$ cat config.mk
export PLATFORM = sky130hd
export DESIGN_NAME = hpb_port
export DESIGN_NICKNAME = d
export VERILOG_FILES = /design/src/hpb_pkg.sv /design/src/hpb_strb_if.sv /design/src/hpb_port.sv /design/src/hpb_strobe_decode.sv
export VERILOG_INCLUDE_DIRS = /design/src
export SDC_FILE = /design/constraint.sdc
export NUM_CORES = 1
export LEC_CHECK = 0
export ABC_AREA = 0
export BUFFER_PORTS_ARGS = -buffer_cell sky130_fd_sc_hd__buf_2
export CORE_UTILIZATION = 42
export CTS_BUF_LIST = sky130_fd_sc_hd__clkbuf_4
export CTS_CLUSTER_SIZE = 10
export DETAILED_ROUTE_END_ITERATION = 16
export GPL_TIMING_DRIVEN = 0
export PLACE_DENSITY = 0.74
export SYNTH_ARGS = -nofsm -noshare
export SYNTH_HDL_FRONTEND = slang
export SYNTH_SLANG_ARGS = --single-unit
$ cat constraint.sdc
create_clock -name clk -period 1.56 [get_ports clk]
set_clock_uncertainty 0.05 [all_clocks]
set_input_delay 0.156 -clock clk [delete_from_list [all_inputs] [get_ports clk]]
set_output_delay 0.156 -clock clk [all_outputs]
set_load 0.02 [all_outputs]
$ cat src/hpb_consts.svh
`ifndef HPB_CONSTS_SVH
`define HPB_CONSTS_SVH

// widths of the host pins
`define HPB_ADDR_W        15
`define HPB_DATA_W        8
`define HPB_STYLE_W       3

// bus style select codes
`define HPB_STYLE_SEP     3'h0
`define HPB_STYLE_DS      3'h1
`define HPB_STYLE_SYNC    3'h7

// reset values
`define HPB_ADDR_RST      15'h0000
`define HPB_DATA_RST      8'h00

`endif

$ cat src/hpb_pkg.sv
`default_nettype none
package hpb_pkg;

	typedef enum logic [2:0] {
		HPB_IDLE    = 3'b000,
		HPB_RD_WAIT = 3'b001,
		HPB_RD_DONE = 3'b010,
		HPB_WR_WAIT = 3'b011,
		HPB_WR_DONE = 3'b100
	} hpb_state_t;

endpackage : hpb_pkg
`default_nettype wire

$ cat src/hpb_strb_if.sv
`timescale 1ns/100ps
`default_nettype none

interface hpb_strb_if;
	logic latch_on;
	logic rd_on;
	logic wr_on;
	logic sel_on;
	logic ds_style;

	modport dec (
		output latch_on,
		output rd_on,
		output wr_on,
		output sel_on,
		output ds_style
	);
	modport ctl (
		input latch_on,
		input rd_on,
		input wr_on,
		input sel_on,
		input ds_style
	);
endinterface : hpb_strb_if

`default_nettype wire

$ cat src/hpb_port.sv
// Notes on behaviour
// - the 15-bit host address picks one register or RAM location per access
// - data moves over an 8-bit two-way bus, host drives writes, port reads
// - the address-latch strobe marks access start; the address is captured on it
// - latch strobe is active high in separate-strobe style, low in data-strobe style
// - read and write strobes count only while the low-active select is asserted
// - open-drain low-active service request is pulled low while service is needed
// - separate-strobe style: read strobe low drives the addressed contents on data
// - releasing the read strobe stops driving the data bus
// - data-strobe style: shared strobe qualifies the transfer, direction line gives its way
// - style select 000 separate strobes, 001 data strobe, 111 synchronous; 111 is not served here, the port stays idle
// - separate-strobe style: write strobe low latches data into the addressed location
// - data-strobe style: direction high reads, low writes
// - ready/acknowledge stays in not-ready state to stretch until the access completes
`timescale 1ns/100ps
`default_nettype none
`include "hpb_consts.svh"

module hpb_port (
	input  wire logic                    clk,
	input  wire logic                    sys_rst,
	input  wire logic [`HPB_STYLE_W-1:0] host_bus_style_select,
	input  wire logic [`HPB_ADDR_W-1:0]  host_addr,
	input  wire logic                    address_latch_strobe,
	input  wire logic                    cs_n,
	input  wire logic                    read_or_data_strobe_n,
	input  wire logic                    write_or_dir,
	input  wire logic [`HPB_DATA_W-1:0]  host_data_in,
	output logic      [`HPB_DATA_W-1:0]  host_data_out,
	output logic                         host_data_oe,
	output logic                         cycle_complete_ack_n,
	output logic                         irq_n_out,
	output logic                         irq_n_oe,
	input  wire logic                    irq_request,
	output logic      [`HPB_ADDR_W-1:0]  reg_addr,
	output logic      [`HPB_DATA_W-1:0]  reg_wdata,
	output logic                         reg_wr_stb,
	output logic                         reg_rd_stb,
	input  wire logic [`HPB_DATA_W-1:0]  reg_rdata,
	input  wire logic                    reg_ack
);
	hpb_strb_if strb ();

	hpb_strobe_decode u_decode (
		.host_bus_style_select (host_bus_style_select),
		.address_latch_strobe  (address_latch_strobe),
		.cs_n                  (cs_n),
		.read_or_data_strobe_n (read_or_data_strobe_n),
		.write_or_dir          (write_or_dir),
		.strb                  (strb.dec)
	);

	hpb_pkg::hpb_state_t          state_q;
	hpb_pkg::hpb_state_t          state_d;
	logic [`HPB_ADDR_W-1:0]       addr_q;
	logic [`HPB_ADDR_W-1:0]       addr_d;
	logic [`HPB_DATA_W-1:0]       rdata_q;
	logic [`HPB_DATA_W-1:0]       rdata_d;
	logic [`HPB_DATA_W-1:0]       wdata_q;
	logic [`HPB_DATA_W-1:0]       wdata_d;
	logic                         rd_stb_q;
	logic                         rd_stb_d;
	logic                         wr_stb_q;
	logic                         wr_stb_d;
	logic                         rd_req;
	logic                         wr_req;
	logic                         busy;
	logic                         rd_hold;
	logic                         wr_hold;

	assign rd_req = strb.sel_on & strb.rd_on;
	assign wr_req = strb.sel_on & strb.wr_on;

	// address group: the latch follows the bus while its strobe is active and holds after release
	always_comb begin
		addr_d = addr_q;
		if (strb.latch_on) begin
			addr_d = host_addr;
		end
	end

	always_ff @(posedge clk or posedge sys_rst) begin
		if (sys_rst) begin
			addr_q <= `HPB_ADDR_RST;
		end else begin
			addr_q <= addr_d;
		end
	end

	// data group: the write byte is taken with the request, the read byte on the core's answer
	always_comb begin
		wdata_d = wdata_q;
		rdata_d = rdata_q;
		if ((state_q == hpb_pkg::HPB_IDLE) & ~rd_req & wr_req) begin
			wdata_d = host_data_in;
		end
		if ((state_q == hpb_pkg::HPB_RD_WAIT) & reg_ack) begin
			rdata_d = reg_rdata;
		end
	end

	always_ff @(posedge clk or posedge sys_rst) begin
		if (sys_rst) begin
			rdata_q <= `HPB_DATA_RST;
			wdata_q <= `HPB_DATA_RST;
		end else begin
			rdata_q <= rdata_d;
			wdata_q <= wdata_d;
		end
	end

	// access sequencer
	always_comb begin
		state_d  = state_q;
		rd_stb_d = 1'b0;
		wr_stb_d = 1'b0;
		case (state_q)
			hpb_pkg::HPB_IDLE: begin
				if (rd_req) begin
					rd_stb_d = 1'b1;
					state_d  = hpb_pkg::HPB_RD_WAIT;
				end else if (wr_req) begin
					wr_stb_d = 1'b1;
					state_d  = hpb_pkg::HPB_WR_WAIT;
				end
			end
			hpb_pkg::HPB_RD_WAIT: begin
				// an abandoned read still lets the core answer, but nothing is driven
				if (reg_ack) begin
					state_d = rd_req ? hpb_pkg::HPB_RD_DONE : hpb_pkg::HPB_IDLE;
				end
			end
			hpb_pkg::HPB_RD_DONE: begin
				if (!rd_req) begin
					state_d = hpb_pkg::HPB_IDLE;
				end
			end
			hpb_pkg::HPB_WR_WAIT: begin
				// a posted write completes even if the strobe drops early
				if (reg_ack) begin
					state_d = wr_req ? hpb_pkg::HPB_WR_DONE : hpb_pkg::HPB_IDLE;
				end
			end
			hpb_pkg::HPB_WR_DONE: begin
				// one write per strobe: wait for release before the next one
				if (!wr_req) begin
					state_d = hpb_pkg::HPB_IDLE;
				end
			end
			default: begin
				state_d = hpb_pkg::HPB_IDLE;
			end
		endcase
	end

	always_ff @(posedge clk or posedge sys_rst) begin
		if (sys_rst) begin
			state_q  <= hpb_pkg::HPB_IDLE;
			rd_stb_q <= 1'b0;
			wr_stb_q <= 1'b0;
		end else begin
			state_q  <= state_d;
			rd_stb_q <= rd_stb_d;
			wr_stb_q <= wr_stb_d;
		end
	end

	// answers per state; the strobe terms drop the done-state holds in the very cycle the host lets go,
	// so a released data strobe never sees a stale acknowledge
	always_comb begin
		busy    = 1'b0;
		rd_hold = 1'b0;
		wr_hold = 1'b0;
		case (state_q)
			hpb_pkg::HPB_RD_WAIT: begin
				busy = 1'b1;
			end
			hpb_pkg::HPB_WR_WAIT: begin
				busy = 1'b1;
			end
			hpb_pkg::HPB_RD_DONE: begin
				rd_hold = rd_req;
			end
			hpb_pkg::HPB_WR_DONE: begin
				wr_hold = wr_req;
			end
			default: begin
				busy = 1'b0;
			end
		endcase
	end

	assign reg_addr   = addr_q;
	assign reg_wdata  = wdata_q;
	assign reg_rd_stb = rd_stb_q;
	assign reg_wr_stb = wr_stb_q;

	assign host_data_out = rdata_q;
	// drive only once data is valid and while the read is still held
	assign host_data_oe  = rd_hold;

	// separate style: high means ready, low stretches; data-strobe style: low acknowledges
	assign cycle_complete_ack_n = strb.ds_style ? ~(rd_hold | wr_hold) : ~busy;

	assign irq_n_out = 1'b0;
	assign irq_n_oe  = irq_request;
endmodule : hpb_port

`default_nettype wire

$ cat src/hpb_strobe_decode.sv
`timescale 1ns/100ps
`default_nettype none
`include "hpb_consts.svh"

module hpb_strobe_decode (
	input  wire logic [`HPB_STYLE_W-1:0] host_bus_style_select,
	input  wire logic                    address_latch_strobe,
	input  wire logic                    cs_n,
	input  wire logic                    read_or_data_strobe_n,
	input  wire logic                    write_or_dir,
	hpb_strb_if.dec                      strb
);
	logic sep_style;
	logic ds_style;

	// synchronous processor style is not served: both flags stay low and the port sleeps
	assign sep_style = (host_bus_style_select == `HPB_STYLE_SEP);
	assign ds_style  = (host_bus_style_select == `HPB_STYLE_DS);

	always_comb begin
		strb.ds_style = ds_style;
		strb.sel_on   = ~cs_n & (sep_style | ds_style);
		strb.latch_on = (sep_style & address_latch_strobe) |
		                (ds_style & ~address_latch_strobe);
		if (ds_style) begin
			strb.rd_on = ~read_or_data_strobe_n & write_or_dir;
			strb.wr_on = ~read_or_data_strobe_n & ~write_or_dir;
		end else begin
			strb.rd_on = sep_style & ~read_or_data_strobe_n;
			strb.wr_on = sep_style & ~write_or_dir;
		end
	end
endmodule : hpb_strobe_decode

`default_nettype wire

# Word level (Yosys, flattened, before mapping)
# Index checks and enable logic that the tools add are counted.
classes:
  n_eq_ne: 10
  muxes: 20
  bitwise_logic: 22
  n_reduce_logical: 4
op_table:
  columns: ["operator", "n"]
  rows:
  - ["two-way mux 3 bit", 7]
  - ["one-hot mux 3 bit (5 select lines)", 1]
  - ["AND 1 bit", 12]
  - ["two-way mux 1 bit", 11]
  - ["!= test 2 bit, second input constant", 4]
  - ["NOT 1 bit", 7]
  - ["equality test 3 x 1 -> 1 bit, second input constant", 2]
  - ["equality test 3 x 2 -> 1 bit, second input constant", 2]
  - ["logical NOT 3 bit", 2]
  - ["AND reduction 5 bit", 1]
  - ["equality test 3 bit, second input constant", 1]
  - ["!= test 3 bit, second input constant", 1]
  - ["bitwise OR 1 bit", 3]
  - ["two-way mux 2 bit", 1]
  - ["OR reduction 2 bit", 1]
word_totals:
  ff_bits: 36
  inputBits: 42
  out_inout_bits: 37
  wordCells: 62

# Depth between registers and ports, before layout
# Gate-level depths: netlist (run 1).
logic_depth:
  word_depth: 8
  depth_mapped: 5
  mapped_depth_nobuf: 4

# Cells and area by module
# A second synthesis (run 1) with hierarchy kept.
hier_totals:
  cells_unflattened: 107
  hier_area_um2: 1562.7
by_module_without_submodules:
  columns: ["mod", "n_inst", "cells_each", "area_per_inst_um2", "seq_area_each_um2"]
  rows:
  - ["hpb_port", 1, 100, 1497.7, 900.9]
  - ["hpb_strobe_decode", 1, 7, 65.1, 0.0]

# Least setup slack after synthesis (run 1)
# No wires, ideal clock.
synth_path:
  path_type: "input port to output port"
  startpoint: "input port host_bus_style_select[1]"
  endpoint: "output port host_data_oe"
  t_arrival_ns: 1.331
  setup_slack_ns: 0.023
  path_stages: 4
  path_buffers: 0
  cell_sequence: "or3_4 -> a2111oi_4 -> nand2_1 -> nor2_1"
synth_between:
  elab_chain_len: 5
  word_cells_on_any_way: 8
  cone_classes: "eq/ne (1); mux (2); bitwise (4); reduce/logical (1)"
synth_rtl:
  columns: ["item", "line_no", "rtl"]
  rows:
  - ["start, declared", "hpb_port.sv:22", "input wire logic [`HPB_STYLE_W-1:0] host_bus_style_select,"]
  - ["equality test 3 x 1 -> 1 bit (no line) or logical NOT 3 bit (tied branches)", null, null]
  - ["bitwise OR 1 bit or AND 1 bit (tied branches)", "hpb_strobe_decode.sv:22, hpb_strobe_decode.sv:29", null]
  - ["AND 1 bit or two-way mux 1 bit (tied branches)", "hpb_strobe_decode.sv:22, hpb_strobe_decode.sv:25", null]
  - ["AND 1 bit *", "hpb_port.sv:71", "assign rd_req = strb.sel_on & strb.rd_on;"]
  - ["two-way mux 1 bit *", "hpb_port.sv:174", "case (state_q)"]
  - ["end, declared", "hpb_port.sv:30", "output logic host_data_oe,"]
# Every way passes the cells marked *; elsewhere a longest branch is shown, timed or not.

# Worst setup path after layout (run 1)
layout_path:
  startpoint: "register state_q[1]"
  endpoint: "output port cycle_complete_ack_n"
layout_between:
  elab_chain_len: 5
  word_cells_on_any_way: 12
  cone_classes: "eq/ne (4); mux (4); bitwise (3); reduce/logical (1)"
layout_rtl:
  columns: ["item", "line_no", "rtl"]
  rows:
  - ["start, declared", "hpb_port.sv:53", "hpb_pkg::hpb_state_t state_q;"]
  - ["start signal, assigned", "hpb_port.sv:158", "state_q <= hpb_pkg::HPB_IDLE;"]
  - ["start signal, assigned", "hpb_port.sv:162", "state_q <= state_d;"]
  - ["equality test 3 x 1 -> 1 bit, or another cell as far along", "hpb_port.sv:174", null]
  - ["OR reduction 2 bit (no line) or two-way mux 1 bit (tied branches)", null, null]
  - ["two-way mux 1 bit or bitwise OR 1 bit (tied branches)", "hpb_port.sv:174, hpb_port.sv:203", null]
  - ["NOT 1 bit", "hpb_port.sv:203", "assign cycle_complete_ack_n = strb.ds_style ? ~(rd_hold | wr_hold) : ~busy;"]
  - ["two-way mux 1 bit *", "hpb_port.sv:203", null]
  - ["end, declared", "hpb_port.sv:31", "output logic cycle_complete_ack_n,"]
# Marked as above.

==> results of run 1 <==
-- per-stage QoR --
stage / power [µW] / hold WS (ps) / utilization, %
after floorplan: 1840 / 192 / -
after global placement: 2140 / 337 / 55.5
after detailed placement: 2180 / 344 / 55.5
after CTS: 2720 / 0.155 / 66.7
after global routing: 2860 / 0.0582 / 68.5
final: 2710 / 16.9 / 68.5
-- synthesized netlist by cell type (2+ instances only) --
cell,count,area share (%)
xor2_1,2,1.1
a2111oi_0,2,1.1
mux2_2,31,22
a21oi_1,3,0.94
inv_1,4,0.94
nor2_4,2,1.4
dfrtp_1,36,56
buf_4,3,1.4
nor2_1,5,1.2
nand2_1,3,0.71
buf_6,3,2.1
-- repair_timing --
item | CTS | global route
endpoints found under the setup margin | 10 | 9
buffers inserted | 5 | 4
resized for setup | 7 | 4
hold endpoints to repair | 28 | 38
hold buffers | 28 | 3
pin swaps | 3 | 5
-- sequential cells by signal, indices dropped and copies added, names as in the netlist --
| register | cells |
|---|---|
| host_data_out | 8 |
| state_q | 3 |
| reg_wdata | 8 |
| reg_rd_stb | 1 |
| reg_wr_stb | 1 |
| reg_addr | 15 |
-- logic make-up (layout without fill, tap and decap cells) --
family,after synthesis,count (layout),synth area share [%]
DFF,36,36,56.5
muxes,31,31,21.9
and+or+nand+nor,19,19,8.71
AOI/OAI and AO/OA,12,12,6.82
buffers and inverters,11,133,4.78
xor gates and xnor gates,2,2,1.10
other,1,1,0.235
-- per-layer routing --
metal | GRT usage (%) | up-vias | part of all wire, %
met3 | 5.07 | 15 | 5.2
li1 | - | 635 | -
met4 | 9.38 | 0 | 3.1
met5 | 0 | - | 0
met1 | 21.2 | 655 | 38
met2 | 36.2 | 59 | 53
-- worst min-delay path by stage --
stage	startpoint	endpoint	slack, ps	cells past startpoint
after floorplan	write_or_dir	state_q[2]	190	1
after global placement	host_addr[8]	reg_addr[8]	340	2
after detailed placement	host_addr[12]	reg_addr[12]	340	2
after CTS	reg_rdata[0]	host_data_out[0]	0.2	2
after global routing	reg_rdata[7]	host_data_out[7]	0.06	2
final	reg_rdata[7]	host_data_out[7]	20	2
-- layout make-up --
cell class | count | area [µm²] | share of cell area (%)
sequential | 36 | 901 | 35.9
clock inverter | 3 | 13.8 | 0.549
multi-input combinational | 65 | 651 | 25.9
inverter | 4 | 17.5 | 0.698
buffer | 7 | 61.3 | 2.44
clock buffer | 5 | 37.5 | 1.50
timing repair buffer | 114 | 767 | 30.6
tap | 48 | 60.1 | 2.39
-- power breakdown --
part           total, µW  switching, µW  internal [µW]
clock network        462            296            165
registers           1270            110           1160
logic                979            536            443
total               2710            942           1760
==> flow_metrics.py, run 1 <==
metrics = {
    "setup_path": {
        "worstPathMaxFanout": 6,
        "reg2regPathDepth": 5,
        "reg2reg_from": "state_q[1]",
        "cp.arrival_ps": 1500,
        "crit_path_start_kind": "flip-flop",
        "crit_path_top_delay_cell": "dfrtp_1",
        "cp_data_required_time_ps": 1350,
        "path_cells": "buf_6 -> a2111oi_4 -> a31oi_1 -> a2bb2oi_1 -> buf_4",
        "crit_cells": 5,
        "path_buf_inv": 2,
        "slowest_delay_ps": 390,
        "criticalPathCategory": "flip-flop to primary output",
        "crit_path_start": "state_q[1]",
        "crit_family": "compound AO/OA/AOI/OAI gates",
        "worstReg2RegEnd": "reg_wdata[6]",
        "endpoint": "cycle_complete_ack_n",
        "crit_path_end_kind": "primary output",
        "rrSetupSlack_ps": 30,
    },
    "synthesis": {
        "synth_edf_count": 0,
        "ys.warnings.count": 0,
        "ys.flop_type": "dfrtp_1",
        "async_flop_share_pct": 100,
        "yosysSeqAreaShare_pct": 56.5,
        "syn_inst": 112,
        "ys_types": 29,
        "synthesis.area_um2": 1600,
        "syn_nets": 154,
        "ys_ff_latch": 36,
        "synth.avg_cell_area_um2": 14.2,
    },
    "clock_network": {
        "cts_buffers": 5,
        "clockRootBuffer": "clkbuf_4",
        "cts_sinks": 36,
        "clk_pin_slew_ps": 110,
        "cts-htree-levels": 2,
        "worstSkewPairLatency_ps": 330,
        "cts_tree": "built",
        "clock_path_buffers": 2,
    },
    "floorplanning": {
        "io_pins": 79,
        "rows": 22,
        "core_area_um2": 3660,
        "die_h_um": 63.6,
        "start_util_pct": 43.6,
        "die_width_um": 63.6,
        "dieArea_um2": 4050,
    },
    "pwr": {
        "power.density_nw_per_um2": 1080,
        "power_leakage_uw": 0.00122,
        "peakVddDrop_mv": 0.563,
    },
    "sta": {
        "fin_crit_sh_pct": 109,
        "finalSetupViolCount": 2,
        "rsz0062_at_grt": "yes",
        "worst_pin_slew_ps": 709,
        "min_period_ps": 1700,
        "max_freq_ghz": 0.588,
        "max-slew-margin-rel_pct": 52.6,
        "setup_tns_ps": -232,
        "finalHoldViolations": 0,
        "fin_ws_ps": -142,
        "drv_slew": 0,
    },
    "layout": {
        "num_antenna_cells": 0,
        "final_layout_size_suffix_gt1_share_pct": 59.8,
        "post-route-cell-area_um2": 2510,
        "layout_common_cells": "buf_2 (74), dfrtp_1 (36), dlygate4sd3_1 (31)",
        "nFillCells": 280,
        "fin_nets": 275,
        "syn2layout_area_growth_pct": 57.3,
        "stdcell_count": 282,
        "layout_commonest_cell": "buf_2",
    },
    "global_routing": {
        "grt_remaining_overflow": 0,
        "grt_pass1_vias": 1435,
        "grt_max_degree": 37,
        "grt_pass1_wl_um": 6150,
        "groute.usage.overall_pct": 19.9,
        "antenna_found_initial": 0,
    },
    "detailed_routing": {
        "wl_per_cell_um": 13.4,
        "drc": 0,
        "postRouteAntennaNets": 0,
        "drt_wl_total_um": 3790,
        "post_drt_via_cell_ratio": 4.84,
        "first_pass_iters": 3,
        "vias": 1364,
        "drt_iter0_markers": 31,
    },
    "min_path": {
        "min-delay-path-class": "input pin to flip-flop",
    },
    "placed_design": {
        "pre_cts_ws_ps": -129,
        "place.gp.congestion": 0.783,
        "postPlaceCellArea_um2": 2030,
        "dp.cells": 235,
        "hpwl_um": 2430,
        "portBuffers": 75,
    },
    "run": {
        "drv_cap": 0,
    },
    "outcome": {
        "status": "complete, but fails checks",
        "violations": "negative setup slack",
    },
}
Power figures use the tool's default switching activity.
==> run 2: changes to the inputs <==
PLACE_DENSITY = 0.75   (was 0.74)
SYNTH_HIERARCHICAL = 1   (was unset)
==> run 2 against run 1 <==
Compared with the run above:
- the flow still finishes with violations (negative setup slack)
- setup slack gained 25 ps
- register-to-register slack lost 110 ps
- global-route usage grew 1.5 points
- power shrank 5.7%
- combinational power shrank 12%
- non-clock buffer count grew 2
- critical path depth is the same
- routed wire length grew 9.7%
- clock-buffer cell count grew 1
- critical path type unchanged
- highest routed layer unchanged
- largest cell class unchanged
- die area shrank 2.0%
==> flow_metrics.py, run 2 <==
metrics = {
    "clock_network": {
        "cts_buffers": 5,
        "clockRootBuffer": "clkbuf_4",
        "clk_pin_slew_ps": 100,
        "cts_sinks": 36,
        "worstSkewPairLatency_ps": 330,
        "cts_tree": "built",
        "clock_path_buffers": 2,
        "cts-htree-levels": 2,
    },
    "floorplanning": {
        "io_pins": 79,
        "dieArea_um2": 3970,
        "start_util_pct": 45.4,
        "core_area_um2": 3440,
        "rows": 21,
        "die_h_um": 63,
        "die_width_um": 63,
    },
    "synthesis": {
        "ys.warnings.count": 6,
        "ys_types": 29,
        "netlist_top_cells_count": "dfrtp_1 (36), mux2_2 (32), nand2_1 (5)",
        "synthesis.area_um2": 1560,
        "synth.most_common_cell": "dfrtp_1",
        "synth.area.top_cells": "dfrtp_1 (58%), mux2_2 (23%), a2111oi_2 (1.9%)",
        "yosys.area.top_type": "dfrtp_1",
        "yosysSeqAreaShare_pct": 57.6,
        "syn_inst": 107,
        "syn_nets": 149,
        "async_flop_share_pct": 100,
        "ys.flop_type": "dfrtp_1",
        "synth.avg_cell_area_um2": 14.6,
        "synth_top_area_share_pct": 57.6,
        "ys_ff_latch": 36,
        "synth_edf_count": 0,
    },
    "layout": {
        "num_antenna_cells": 0,
        "layout_commonest_cell": "buf_2",
        "final_layout_size_suffix_gt1_share_pct": 62.6,
        "layout_common_cells": "buf_2 (71), dfrtp_1 (35), mux2_2 (32)",
        "largest_register_ffs": 15,
        "stdcell_count": 276,
        "syn2layout_area_growth_pct": 62.4,
        "fin_nets": 272,
        "post-route-cell-area_um2": 2540,
    },
    "detailed_routing": {
        "drt_iter0_markers": 36,
        "post_drt_via_cell_ratio": 4.83,
        "vias": 1334,
        "postRouteAntennaNets": 0,
        "first_pass_iters": 4,
        "wl_per_cell_um": 15.1,
        "drc": 0,
        "drt_wl_total_um": 4150,
    },
    "sta": {
        "max_freq_ghz": 0.597,
        "fin_crit_sh_pct": 107,
        "finalSetupViolCount": 9,
        "max-slew-margin-rel_pct": 51.6,
        "drv_slew": 0,
        "fin_ws_ps": -116,
        "min_period_ps": 1680,
        "finalHoldViolations": 0,
        "worst_pin_slew_ps": 724,
        "rsz0062_at_grt": "yes",
    },
    "setup_path": {
        "cp_data_required_time_ps": 1350,
        "crit_path_end_kind": "primary output",
        "crit_path_top_delay_cell": "dfrtp_1",
        "crit_path_start_kind": "flip-flop",
        "path_buf_inv": 2,
        "slowest_delay_ps": 370,
        "crit_top_cell": "buf_6",
        "reg2regPathDepth": 5,
        "crit_path_start": "state_q[1]",
        "crit_family": "compound AO/OA/AOI/OAI gates",
        "cp.arrival_ps": 1470,
        "crit_cells": 5,
        "path_cells": "buf_6 -> nand2_2 -> o31a_1 -> o22a_1 -> buf_6",
        "criticalPathCategory": "flip-flop to primary output",
        "worstReg2RegEnd": "reg_wdata[3]",
        "rrSetupSlack_ps": -80,
        "reg2reg_from": "state_q[1]",
        "worstPathMaxFanout": 5,
    },
    "global_routing": {
        "grt_max_degree": 37,
        "antenna_found_initial": 0,
        "grt_remaining_overflow": 0,
        "groute.usage.overall_pct": 21.4,
        "grt_pass1_wl_um": 6400,
        "grt_pass1_vias": 1369,
    },
    "pwr": {
        "power.density_nw_per_um2": 1000,
        "total_power_uw": 2550,
        "peakVddDrop_mv": 0.847,
        "power_leakage_uw": 0.00122,
    },
    "placed_design": {
        "place.gp.congestion": 0.797,
        "postPlaceCellArea_um2": 2020,
        "portBuffers": 76,
        "dp.cells": 229,
        "hpwl_um": 2450,
    },
    "outcome": {
        "status": "complete, but fails checks",
        "violations": "negative setup slack",
    },
    "min_path": {
        "min-delay-path-class": "input pin to flip-flop",
        "min_path_cells": 2,
        "hp-start": "host_data_in[3]",
        "min_delay_worst_endpoint": "reg_wdata[3]",
    },
    "run": {
        "drv_cap": 0,
    },
}
-- run 2: final cells by class --
cell class,count,area (µm²)
inverter,3,13.8
timing repair buffer,117,816
multi-input combinational,61,653
tap,46,57.6
buffer,6,46.3
fill,246,903
sequential,36,902
clock inverter,1,5.00
clock buffer,6,45.0
-- run 2: repair_timing --
item / CTS / global route
resized for setup: 5 / 18
endpoints found under the hold margin: 22 / 44
hold buffers: 22 / 9
setup endpoints to repair: 2 / 18
pin swaps: 2 / 4
cloned: 0 / 0
setup buffers: 5 / 5
-- run 2: metrics by stage --
step	hold slack, ps	util, %	setup TNS [ps]	setup WS (ps)
floorplan	256	-	0	4.93
global placement	337	58.8	-1640	-251
detailed placement	344	58.8	-2620	-270
CTS	1.11	68.3	-969	-121
global route	7.03	73.8	-1320	-208
finish	16.3	73.8	-701	-116
-- run 2: report_power, final --
group          internal [µW]  leakage [µW]  switching (µW)  total, µW
combinational            394      0.000741             465        859
sequential              1120      0.000451             103       1230
clock                    183     0.0000315             281        465
-- run 2: how the worst max path moves through the flow --
stage,endpoint,slack (ps)
after floorplan,cycle_complete_ack_n,5
after global placement,cycle_complete_ack_n,-250
after detailed placement,cycle_complete_ack_n,-270
after CTS,cycle_complete_ack_n,-120
after global routing,cycle_complete_ack_n,-210
final,cycle_complete_ack_n,-120
-- run 2: logic make-up (layout without fill, tap and decap cells) --
group | count (synthesis) | count (layout) | share of synthesized area, %
other | 1 | 1 | 0.240
multiplexers | 32 | 32 | 23.1
XOR/XNOR | 1 | 1 | 0.561
buffers and inverters | 10 | 133 | 4.16
AO/OA/AOI/OAI | 8 | 8 | 4.72
AND/OR/NAND/NOR | 19 | 19 | 9.61
flip-flops | 36 | 36 | 57.6
-- run 2: worst register-to-register path: cells and delay by family (launching register included) --
kind,cells,cell delay [ps]
simple gates,2,490
mux,1,330
flops,1,400
buf+inv,2,260
-- run 2: layer usage --
metal | vias up | global-route usage [%] | routed length [µm]
li1 | 624 | - | -
met1 | 650 | 22.6 | 1490
met2 | 52 | 38.7 | 2360
met3 | 8 | 7.48 | 226
met4 | 0 | 7.56 | 74
met5 | - | 0 | 0
